--- src/csr_pkg.sv ---
// Constants and types for the controller status read formatter.
// Assumes a single 20 MHz clock domain and word-wide request and response areas.
`default_nettype none
package csr_pkg;
    localparam logic [15:0] CSR_SEQ_EVENT    = 16'h00fa;
    localparam logic [15:0] CSR_SEQ_TIMESIG  = 16'h00fb;
    localparam logic [15:0] CSR_SEQ_ERRGRP   = 16'h00fc;
    localparam logic [15:0] CSR_OFS_TOTAL    = 16'h0000;
    localparam logic [15:0] CSR_OFS_UNITS    = 16'h0001;
    localparam logic [15:0] CSR_OFS_FIRST    = 16'h0002;
    localparam logic [15:0] CSR_OFS_RSP_HEAD = 16'h0000;
    localparam logic [6:0]  CSR_REQ_EXTRA    = 7'h02;
    localparam logic [6:0]  CSR_MAX_UNITS_ST = 7'h19;
    localparam logic [6:0]  CSR_MAX_UNITS_EG = 7'h08;
    localparam logic [6:0]  CSR_MAX_UNIT_NO  = 7'h1f;
    localparam logic [3:0]  CSR_WPU_ST       = 4'h5;
    localparam logic [3:0]  CSR_WPU_EG       = 4'h8;
    localparam logic [3:0]  CSR_BCD_MAX      = 4'h9;
    localparam logic [7:0]  CSR_HUNDRED      = 8'h64;
    localparam logic [7:0]  CSR_TEN          = 8'h0a;

    typedef enum logic [1:0] {CSR_K_EVENT, CSR_K_TIMESIG, CSR_K_ERRGRP} csr_kind_e;
    typedef enum logic [2:0] {CSR_S_IDLE, CSR_S_TOTAL, CSR_S_COUNT, CSR_S_SCAN,
                              CSR_S_HEAD, CSR_S_UNIT, CSR_S_ASK} csr_state_e;
endpackage
`default_nettype wire

--- src/csr_formatter.sv ---
// Request parser and response packer for event, time-signal and error-group reads.
// Assumes request words readable combinationally and a controller port with ack handshake.
// Overview of operation
// - Request words are read from the send area base and results written from the receive area base word 0.
// - Sequence 250 reads events, 251 reads time signals and 252 reads error groups.
// - An event read writes response word 0 as BCD five times the units plus one.
// - Each unit gets five response words holding events 1 to 10, two bytes per word.
// - A time-signal read writes response word 0 as BCD five times the units plus one.
// - Each unit gets five response words holding time signals 1 to 10, two bytes per word.
// - An error-group read writes response word 0 as BCD eight times the units plus one.
// - Each unit gets eight consecutive words holding error groups 0 to 15, next unit following at once.
`default_nettype none
module csr_formatter
    import csr_pkg::*;
(
    input  wire logic        clk,
    input  wire logic        rst,
    input  wire logic        start,
    input  wire logic [15:0] seq_num,
    input  wire logic [15:0] req_base,
    input  wire logic [15:0] rsp_base,
    output logic      [15:0] req_addr,
    input  wire logic [15:0] req_data,
    output logic             rsp_we,
    output logic      [15:0] rsp_addr,
    output logic      [15:0] rsp_data,
    output logic             ctl_req,
    output logic      [1:0]  ctl_kind,
    output logic      [4:0]  ctl_unit,
    output logic      [3:0]  ctl_item,
    input  wire logic        ctl_ack,
    input  wire logic [7:0]  ctl_data,
    output logic             busy,
    output logic             done,
    output logic             error
);
    csr_state_e  state;
    csr_kind_e   kind;
    logic [15:0] req_base_q;
    logic [15:0] rsp_base_q;
    logic [6:0]  total;
    logic [6:0]  units;
    logic [6:0]  uidx;
    logic [7:0]  rsp_ptr;
    logic [3:0]  item;
    logic [7:0]  hi_byte;

    // One BCD decoder serves every request word
    wire         word_ok   = (req_data[15:8] == 8'h00) && (req_data[7:4] <= CSR_BCD_MAX)
                             && (req_data[3:0] <= CSR_BCD_MAX);
    wire  [6:0]  word_bin  = (7'(req_data[7:4]) * 7'd10) + 7'(req_data[3:0]);
    wire  [6:0]  max_units = (kind == CSR_K_ERRGRP) ? CSR_MAX_UNITS_EG : CSR_MAX_UNITS_ST;
    wire  [3:0]  wpu       = (kind == CSR_K_ERRGRP) ? CSR_WPU_EG : CSR_WPU_ST;
    wire  [3:0]  last_item = 4'({wpu, 1'b0} - 5'd1);
    wire         last_unit = (uidx == units - 7'd1);
    wire  [7:0]  tot_words = (8'(units) * 8'(wpu)) + 8'd1;
    wire         hund      = (tot_words >= CSR_HUNDRED);
    wire  [7:0]  rem_words = hund ? 8'(tot_words - CSR_HUNDRED) : tot_words;
    wire  [3:0]  tens_dig  = 4'(rem_words / CSR_TEN);
    wire  [3:0]  ones_dig  = 4'(rem_words % CSR_TEN);
    wire  [15:0] head_bcd  = {7'h00, hund, tens_dig, ones_dig};
    wire         count_ok  = word_ok && (word_bin != 7'h00) && (word_bin <= max_units)
                             && (total == word_bin + CSR_REQ_EXTRA);
    wire         unit_ok   = word_ok && (word_bin <= CSR_MAX_UNIT_NO);
    wire         seq_ok    = (seq_num == CSR_SEQ_EVENT) || (seq_num == CSR_SEQ_TIMESIG)
                             || (seq_num == CSR_SEQ_ERRGRP);
    wire         take      = (state == CSR_S_ASK) && ctl_ack;
    wire  [15:0] unit_ofs  = CSR_OFS_FIRST + 16'(uidx);

    assign req_addr = (state == CSR_S_TOTAL) ? req_base_q + CSR_OFS_TOTAL :
                      (state == CSR_S_COUNT) ? req_base_q + CSR_OFS_UNITS :
                      req_base_q + unit_ofs;
    assign ctl_req  = (state == CSR_S_ASK);
    assign ctl_kind = kind;
    assign ctl_item = (kind == CSR_K_ERRGRP) ? item : item + 4'd1;
    assign busy     = (state != CSR_S_IDLE);

    always_ff @(posedge clk or posedge rst) begin
        if (rst) begin
            state      <= CSR_S_IDLE;
            kind       <= CSR_K_EVENT;
            req_base_q <= 16'h0000;
            rsp_base_q <= 16'h0000;
            total      <= 7'h00;
            units      <= 7'h00;
            uidx       <= 7'h00;
            rsp_ptr    <= 8'h00;
            item       <= 4'h0;
            hi_byte    <= 8'h00;
            ctl_unit   <= 5'h00;
            rsp_we     <= 1'b0;
            rsp_addr   <= 16'h0000;
            rsp_data   <= 16'h0000;
            done       <= 1'b0;
            error      <= 1'b0;
        end else begin
            rsp_we <= 1'b0;
            done   <= 1'b0;
            error  <= 1'b0;
            case (state)
                CSR_S_IDLE: begin
                    if (start) begin
                        req_base_q <= req_base;
                        rsp_base_q <= rsp_base;
                        if (!seq_ok) begin
                            error <= 1'b1;
                        end else begin
                            state <= CSR_S_TOTAL;
                            kind  <= (seq_num == CSR_SEQ_EVENT)   ? CSR_K_EVENT :
                                     (seq_num == CSR_SEQ_TIMESIG) ? CSR_K_TIMESIG : CSR_K_ERRGRP;
                        end
                    end
                end
                CSR_S_TOTAL: begin
                    total <= word_bin;
                    state <= word_ok ? CSR_S_COUNT : CSR_S_IDLE;
                    error <= !word_ok;
                end
                CSR_S_COUNT: begin
                    // Count must match word 0 before any unit is touched
                    units <= word_bin;
                    uidx  <= 7'h00;
                    state <= count_ok ? CSR_S_SCAN : CSR_S_IDLE;
                    error <= !count_ok;
                end
                CSR_S_SCAN: begin
                    // Whole list checked first so a bad entry leaves the response area untouched
                    if (!unit_ok) begin
                        state <= CSR_S_IDLE;
                        error <= 1'b1;
                    end else if (last_unit) begin
                        state <= CSR_S_HEAD;
                    end else begin
                        uidx <= uidx + 7'd1;
                    end
                end
                CSR_S_HEAD: begin
                    rsp_we   <= 1'b1;
                    rsp_addr <= rsp_base_q + CSR_OFS_RSP_HEAD;
                    rsp_data <= head_bcd;
                    rsp_ptr  <= 8'h01;
                    uidx     <= 7'h00;
                    state    <= CSR_S_UNIT;
                end
                CSR_S_UNIT: begin
                    ctl_unit <= word_bin[4:0];
                    item     <= 4'h0;
                    state    <= CSR_S_ASK;
                end
                CSR_S_ASK: begin
                    if (take) begin
                        item <= item + 4'd1;
                        if (!item[0]) begin
                            hi_byte <= ctl_data;
                        end else begin
                            rsp_we   <= 1'b1;
                            rsp_addr <= rsp_base_q + 16'(rsp_ptr);
                            rsp_data <= {hi_byte, ctl_data};
                            rsp_ptr  <= rsp_ptr + 8'd1;
                        end
                        if (item == last_item) begin
                            if (last_unit) begin
                                state <= CSR_S_IDLE;
                                done  <= 1'b1;
                            end else begin
                                uidx  <= uidx + 7'd1;
                                state <= CSR_S_UNIT;
                            end
                        end
                    end
                end
                default: state <= CSR_S_IDLE;
            endcase
        end
    end

    property p_head_addr;
        @(posedge clk) disable iff (rst)
        (state == CSR_S_HEAD) |=> rsp_we && (rsp_addr == rsp_base_q);
    endproperty
    a_head_addr: assert property (p_head_addr) else $error("head word not at response base");

    property p_seq_kind;
        @(posedge clk) disable iff (rst)
        (state == CSR_S_IDLE && start && seq_num == CSR_SEQ_ERRGRP) |=> kind == CSR_K_ERRGRP && state == CSR_S_TOTAL;
    endproperty
    a_seq_kind: assert property (p_seq_kind) else $error("sequence 252 not decoded");

    property p_total_match;
        @(posedge clk) disable iff (rst)
        (state == CSR_S_COUNT && word_ok && total != word_bin + CSR_REQ_EXTRA) |=> error && state == CSR_S_IDLE;
    endproperty
    a_total_match: assert property (p_total_match) else $error("bad request word count accepted");

    property p_eg_limit;
        @(posedge clk) disable iff (rst)
        (state == CSR_S_COUNT && kind == CSR_K_ERRGRP && word_ok && word_bin > CSR_MAX_UNITS_EG) |=> error;
    endproperty
    a_eg_limit: assert property (p_eg_limit) else $error("too many error-group units accepted");

    property p_unit_latch;
        @(posedge clk) disable iff (rst)
        (state == CSR_S_UNIT) |=> state == CSR_S_ASK
            && ctl_unit == $past(req_data[3:0]) + 5'(10 * $past(req_data[7:4]));
    endproperty
    a_unit_latch: assert property (p_unit_latch) else $error("unit number not decoded");

    property p_evt_head;
        @(posedge clk) disable iff (rst)
        (state == CSR_S_HEAD && kind == CSR_K_EVENT && units == 7'd25) |=> rsp_data == 16'h0126;
    endproperty
    a_evt_head: assert property (p_evt_head) else $error("event header count wrong");

    property p_ts_head;
        @(posedge clk) disable iff (rst)
        (state == CSR_S_HEAD && kind == CSR_K_TIMESIG && units == 7'd1) |=> rsp_data == 16'h0006;
    endproperty
    a_ts_head: assert property (p_ts_head) else $error("time-signal header count wrong");

    property p_eg_head;
        @(posedge clk) disable iff (rst)
        (state == CSR_S_HEAD && kind == CSR_K_ERRGRP && units == 7'd8) |=> rsp_data == 16'h0065;
    endproperty
    a_eg_head: assert property (p_eg_head) else $error("error-group header count wrong");

    property p_item_span;
        @(posedge clk) disable iff (rst)
        ctl_req |-> (kind == CSR_K_ERRGRP) ? (ctl_item <= 4'd15) : (ctl_item >= 4'd1 && ctl_item <= 4'd10);
    endproperty
    a_item_span: assert property (p_item_span) else $error("item number out of range");

    property p_word_total;
        @(posedge clk) disable iff (rst)
        done |-> rsp_ptr == tot_words;
    endproperty
    a_word_total: assert property (p_word_total) else $error("response word count differs from header");

    property p_pack;
        @(posedge clk) disable iff (rst)
        (take && item[0]) |=> rsp_we && rsp_data == {$past(hi_byte), $past(ctl_data)};
    endproperty
    a_pack: assert property (p_pack) else $error("byte pair packed wrongly");

    property p_no_write_on_error;
        @(posedge clk) disable iff (rst)
        (state == CSR_S_SCAN && !unit_ok) |=> error && !rsp_we ##1 !rsp_we;
    endproperty
    a_no_write_on_error: assert property (p_no_write_on_error) else $error("write after bad unit");
endmodule // csr_formatter
`default_nettype wire

--- config.mk ---
export PLATFORM = sky130hd
export DESIGN_NAME = csr_formatter
export DESIGN_NICKNAME = d
export VERILOG_FILES = /design/src/csr_pkg.sv /design/src/csr_formatter.sv
export SDC_FILE = /design/constraint.sdc
export NUM_CORES = 1
export LEC_CHECK = 0
export ABC_AREA = 1
export BUFFER_PORTS_ARGS = -buffer_cell sky130_fd_sc_hd__buf_2
export CORE_MARGIN = 1.5
export CORE_UTILIZATION = 57
export CTS_CLUSTER_DIAMETER = 60
export DETAILED_ROUTE_END_ITERATION = 7
export PLACE_DENSITY = 0.79
export SKIP_LAST_GASP = 1
export SYNTH_ARGS = -nofsm -noshare
export SYNTH_HDL_FRONTEND = slang
export SYNTH_SLANG_ARGS = --single-unit
--- constraint.sdc ---
create_clock -name clk -period 4.9 [get_ports clk]
set_clock_uncertainty 0.1 [all_clocks]
set_input_delay 0 -clock clk [delete_from_list [all_inputs] [get_ports clk]]
set_output_delay 0 -clock clk [all_outputs]
set_load 0.005 [all_outputs]
==> results.yml, run 1 <==
run_status:
  status: "finished clean"
final_layout:
  nets: 1387
  multi_input_area_um2: 4490
  area_growth_pct: 27.3
  fin_area_um2: 10200
  final_cells: 1448
  regArea_um2: 2950
  antenna_cells: 0
  drive_gt1_frac: 0.212
  nFillCells: 975
global_routing:
  grt_pass1_wl_mm: 35.2
  track_usage: 0.300
  globalRoute.totalOverflow: 0
  first_global_vias: 7618
  antenna_found_initial: 0
  grt_max_degree: 73
setup_path:
  startpoint_type: "flip-flop"
  r2r-end: "rsp_data[2]"
  arrival_ps: 4860
  cp_top_family: "simple AND/OR/NAND/NOR gates"
  cp.required_ps: 5110
  end_kind: "flip-flop"
  cp.depth: 39
  cp-startpoint: "ctl_kind[0]"
  r2r_slack_ps: 260
  crit_type: "reg -> reg"
  ff2ff_path_depth: 39
  cp_slowest_cell: "fa_1"
  path_buf_inv: 4
  critPathCapture: "rsp_data[2]"
  crit_fanout: 7
  crit_top_cell: "nand2_2"
  r2r-start: "ctl_kind[0]"
  max_stage_delay_ps: 480
yosys:
  synth-simple-area-share: 0.267
  avgSynthCellArea_um2: 7.57
  synth_top_family_by_area: "simple AND/OR/NAND/NOR gates"
  yosysWarnings: 0
  yosysTopAreaCell: "dfrtp_1"
  netlist_instances: 1062
  synth_edf_count: 0
  synth-seq-area-share: 0.367
  synth_seq_cells: 118
  yosys-top-cells-area: "dfrtp_1 37%, nand2_1 12%, ha_1 7.3%, inv_1 6.6%, o21ai_0 6.0%"
  synth_compound_area_frac: 0.137
  synthXorXnorAreaFrac: 0.0436
  synthArstFlopShare: 1.00
  synthAdderAreaFrac: 0.0906
  synthMuxAreaShare: 0.00280
  synth_top_cell_area_share: 0.367
  syn-cell-area_um2: 8040
  yosysUniqueCellTypes: 49
  synthFlopType: "dfrtp_1"
place:
  dpl.hpwl_mm: 14.2
  dpl_cell_area_um2: 8890
  port_buffers: 139
  placed_cells: 1363
  gp_congestion: 0.874
  dp_slack_ps: 232
routing:
  vias: 7856
  drc: 0
  avgRoutedWirePerCell_um: 15.1
  drt-initial-drc-count: 663
  routed_wl_mm: 21.8
  dr.pass1.iters: 7
  ant_nets: 0
  vias_per_cell: 5.43
run:
  cap_violations: 0
timing:
  final-hold-violation-count: 0
  relSlewSlack: 0.195
  fin_crit_sh: 0.948
  clock.fmax_ghz: 0.215
  fin_ws_ps: 256
  worst_slew_pin_slew_ps: 1200
  setup_violations: 0
  drv_slew: 0
  fin_setup_tns_ps: 0
  fin_crit_ps: 4640
power:
  power_density_nw_per_um2: 310
  p_leak_nw: 5.36
  total_power_w: 0.00317
  ir_drop_v: 0.000232
floorplan:
  die_area_um2: 14800
  core_um2: 13800
  rows: 43
  dieHeight_um: 122
  die_x_um: 122
  ios: 140
  start_util: 0.581
clocking:
  clk_pin_slew_ps: 60
  root_buffer: "clkbuf_16"
  cts_buffers: 17
  clockBufferDepth: 2
  cts_tree: "yes"
  clock_latency_ps: 430
  cts.sinks: 118
  htreeDepth: 4
worst_hold_path:
  hp-class: "in -> reg"
[Yosys cell counts, types with 3 or more instances]
cell type and instances:
a21oi_1 35, a21oi_2 3, a22o_1 8, a31oi_1 8, and2_1 4, clkbuf_1 23
clkbuf_8 3, dfrtp_1 118, fa_1 7, ha_1 47, inv_1 142, inv_2 11
nand2_1 252, nand2_2 20, nand2_4 12, nand3_1 48, nand3_2 6, nand3b_1 3
nand4_1 16, nor2_1 90, nor3_1 14, nor3b_1 3, nor4_1 4, o2111ai_1 3
o211ai_1 6, o21ai_0 97, o31ai_1 6, or2_2 4, xnor2_1 17, xor2_1 23
[worst min path at each step]
stage / from / endpoint / depth (start not counted)
finish: req_data[7] / total[6] / 4
global route: seq_num[3] / error / 6
CTS: req_data[7] / total[6] / 4
detailed placement: rsp_base[15] / rsp_base_q[15] / 3
global placement: req_base[14] / req_base_q[14] / 3
floorplan: req_base[10] / req_base_q[10] / 2
[metrics by stage]
step | hold slack (ps) | util
2_1_floorplan | 9.62 | -
3_3_place_gp | 93.9 | 0.643
3_5_place_dp | 96.8 | 0.643
4_1_cts | 26.9 | 0.729
5_1_grt | 89.9 | 0.740
6_report | 20.9 | 0.740
[where the power goes]
group          switching, W  total [W]  internal, W
sequential        0.0000361    0.00105      0.00101
clock              0.000461    0.00145     0.000986
combinational      0.000410   0.000676     0.000266
total              0.000907    0.00317      0.00227
[cells by family after synthesis]
group / count (synthesis)
xor+xnor: 40
other cells: 2
flops: 118
fa+ha+maj: 54
mux: 2
compound gates: 185
buf+inv: 183
simple gates: 478
[state kept, by name, indices dropped and copies added (netlist names)]
name        count
rsp_we          1
units           7
req_base_q     16
rsp_base_q     16
item            4
rsp_data       16
done            1
ctl_kind        2
rsp_ptr         8
ctl_unit        5
total           7
hi_byte         8
error           1
state           3
rsp_addr       16
uidx            7
[worst min-delay path, cell delays in order]
cell	delay, ps
buf_2	120
xor2_1	80
xnor2_1	160
o21ai_0	150
[per-layer routing]
layer / routed length, um / GRT usage / share of wire
met1: 9230 / 0.383 / 0.42
met2: 10900 / 0.509 / 0.50
met3: 1300 / 0.0646 / 0.059
met4: 428 / 0.0941 / 0.020
met5: 0 / 0 / 0
[cells in the final DEF (no fill, tap or decap), types with 6 or more instances in the layout]
master / instances
clkbuf_16: 17
a31oi_1: 8
ha_1: 41
nor2_2: 8
nand3_2: 7
inv_1: 138
o31ai_1: 6
fa_1: 7
o211ai_1: 6
nand2_2: 21
xnor2_1: 17
xor2_1: 22
nand3_1: 46
nand2_1: 250
nand4_1: 16
buf_2: 139
dfrtp_1: 118
nor3_1: 14
nand2_4: 12
bufinv_16: 6
a21oi_1: 34
buf_4: 10
a22o_1: 8
inv_2: 14
dlygate4sd3_1: 52
o21ai_0: 96
nor2_1: 82
[what timing repair did]
action                                  in CTS  in global routing
buffers inserted                             0                  3
hold endpoints to repair                   129                  0
resized for setup                            0                 32
hold buffers                                52                  0
endpoints found under the setup margin       0                  4
[area by class of cell]
| type | instances | area share |
|---|---|---|
| multi-input combinational | 762 | 0.439 |
| clock inverter | 9 | 0.0193 |
| clock buffer | 21 | 0.0460 |
| inverter | 156 | 0.0577 |
| tap | 180 | 0.0220 |
| timing repair buffer | 202 | 0.127 |
| sequential | 118 | 0.289 |
(Power assumes the default switching activity.)
==> run 2, diff against run 1 <==
- CORE_UTILIZATION: 57 -> 30
- PLACE_DENSITY: 0.79 -> 0.46
==> results.yml, run 2 (same netlist as run 1, synthesis figures left out) <==
run_status:
  status: "finished with violations"
  violations: "DRC"
timing:
  setup_violations: 0
  relSlewSlack: 0.307
  clock.fmax_ghz: 0.224
  drv_slew: 0
  final-hold-violation-count: 0
  fin_ws_ps: 429
  worst_slew_pin_slew_ps: 1040
  hold_slack_ps: 27.0
  fin_crit_ps: 4470
  fin_crit_sh: 0.912
global_routing:
  first_global_vias: 7571
  grt_max_degree: 52
  antenna_found_initial: 0
  grtUsageMet2: 0.277
  top_usage_layer: "met2"
  grt_use_met1: 0.222
  use_met3: 0.0288
  globalRoute.totalOverflow: 0
  grt_pass1_wl_mm: 37.4
  track_usage: 0.166
final_layout:
  fin_area_um2: 10300
  drive_gt1_frac: 0.215
  regArea_um2: 2950
  antenna_cells: 0
  final_cell_mix: "250 x nand2_1, 139 x inv_1, 139 x buf_2"
  multi_input_area_um2: 4480
  fin_util: 0.394
  nets: 1389
  nFillCells: 2714
  final_common_cell: "nand2_1"
  area_growth_pct: 28.6
run:
  cap_violations: 0
setup_path:
  crit_top_cell: "nand2_2"
  crit_type: "reg -> reg"
  crit_fanout: 7
  end_kind: "flip-flop"
  arrival_ps: 4680
  startpoint_type: "flip-flop"
  path_buf_inv: 7
  cp_top_family: "simple AND/OR/NAND/NOR gates"
  max_stage_delay_ps: 480
  cp_slowest_cell: "fa_1"
  cp.required_ps: 5110
power:
  p_leak_nw: 5.33
  power_density_nw_per_um2: 287
  ir_drop_v: 0.000162
  total_power_w: 0.00297
  pwr-share-comb: 0.221
  power_switching_share: 0.327
  p_clk_frac: 0.426
  internal-power_w: 0.00200
  p_seq_frac: 0.353
  switchingPower_w: 0.000970
floorplan:
  dieHeight_um: 167
  ios: 140
  start_util: 0.307
  die_area_um2: 27800
  core_um2: 26200
  rows: 59
  die_x_um: 167
routing:
  dr.pass1.iters: 8
  avgRoutedWirePerCell_um: 13.7
  vias_per_cell: 4.59
  drt-initial-drc-count: 294
  ant_nets: 0
  drc: 3
  routed_wl_mm: 22.0
  vias: 7377
clocking:
  clock_latency_ps: 430
  clk_pin_slew_ps: 70
  cts.sinks: 118
  cts_buffers: 17
  clockBufferDepth: 2
  cts_tree: "yes"
  htreeDepth: 4
  root_buffer: "clkbuf_16"
place:
  dpl.hpwl_mm: 16.2
  port_buffers: 139
  dp_slack_ps: 186
  gp_congestion: 0.793
  dpl_cell_area_um2: 9110
worst_hold_path:
  hp-class: "in -> async"
-- run 2: per-stage QoR --
stage          setup TNS, ps  std cells
6_report                   0       1607
5_1_grt                -46.8       1607
4_1_cts                    0       1603
3_5_place_dp               0       1521
3_3_place_gp               0       1521
2_1_floorplan              0       1063
-- run 2: routing by layer --
layer | wire (um) | vias to the layer above
li1 | - | 3831
met1 | 11000 | 3415
met2 | 10000 | 117
met3 | 760 | 14
met4 | 238 | 0
met5 | 0 | -
-- run 2: power by group through the flow --
stage | sequential, W | clock (W) | combinational [W]
floorplan | 0.00106 | 0 | 0.000467
global placement | 0.00107 | 0 | 0.000616
detailed placement | 0.00107 | 0 | 0.000620
CTS | 0.00105 | 0.00130 | 0.000652
global route | 0.00105 | 0.00135 | 0.000757
finish | 0.00105 | 0.00126 | 0.000657
-- run 2: final timing paths --
check	depth (start not counted)	slack, ps	from	endpoint
max	40	430	ctl_kind[1]	rsp_data[1]
min	3	30	rst	rsp_data[10]
max reg2reg	40	430	ctl_kind[1]	rsp_data[1]
min reg2reg	2	380	rsp_addr[12]	rsp_addr[12]
max in group asynchronous	4	3600	rst	units[1]
min in group clk	4	30	req_data[7]	total[6]
-- run 2: final cells by class --
cell class,count,share of cell area
clock inverters,15,0.0153
clock buffers,17,0.0412
inverters,156,0.0571
multi-input cells,762,0.433
well taps,335,0.0406
flip-flops and latches,118,0.286
repair buffers,204,0.127
-- run 2: worst reg2reg max path: cells and delay by family, from the launching register on --
family | cells | cell delay (ps)
AO/OA/AOI/OAI | 2 | 370
adder cells (fa/ha/maj) | 2 | 810
buffers and inverters | 7 | 470
flip-flops | 1 | 400
AND/OR/NAND/NOR | 29 | 2230
-- run 2: what timing repair did --
item | in CTS | in global routing
endpoints found under the hold margin | 87 | 0
endpoints found under the setup margin | 0 | 4
gates resized for setup | 0 | 27
setup buffers | 0 | 4
hold buffers | 50 | 0
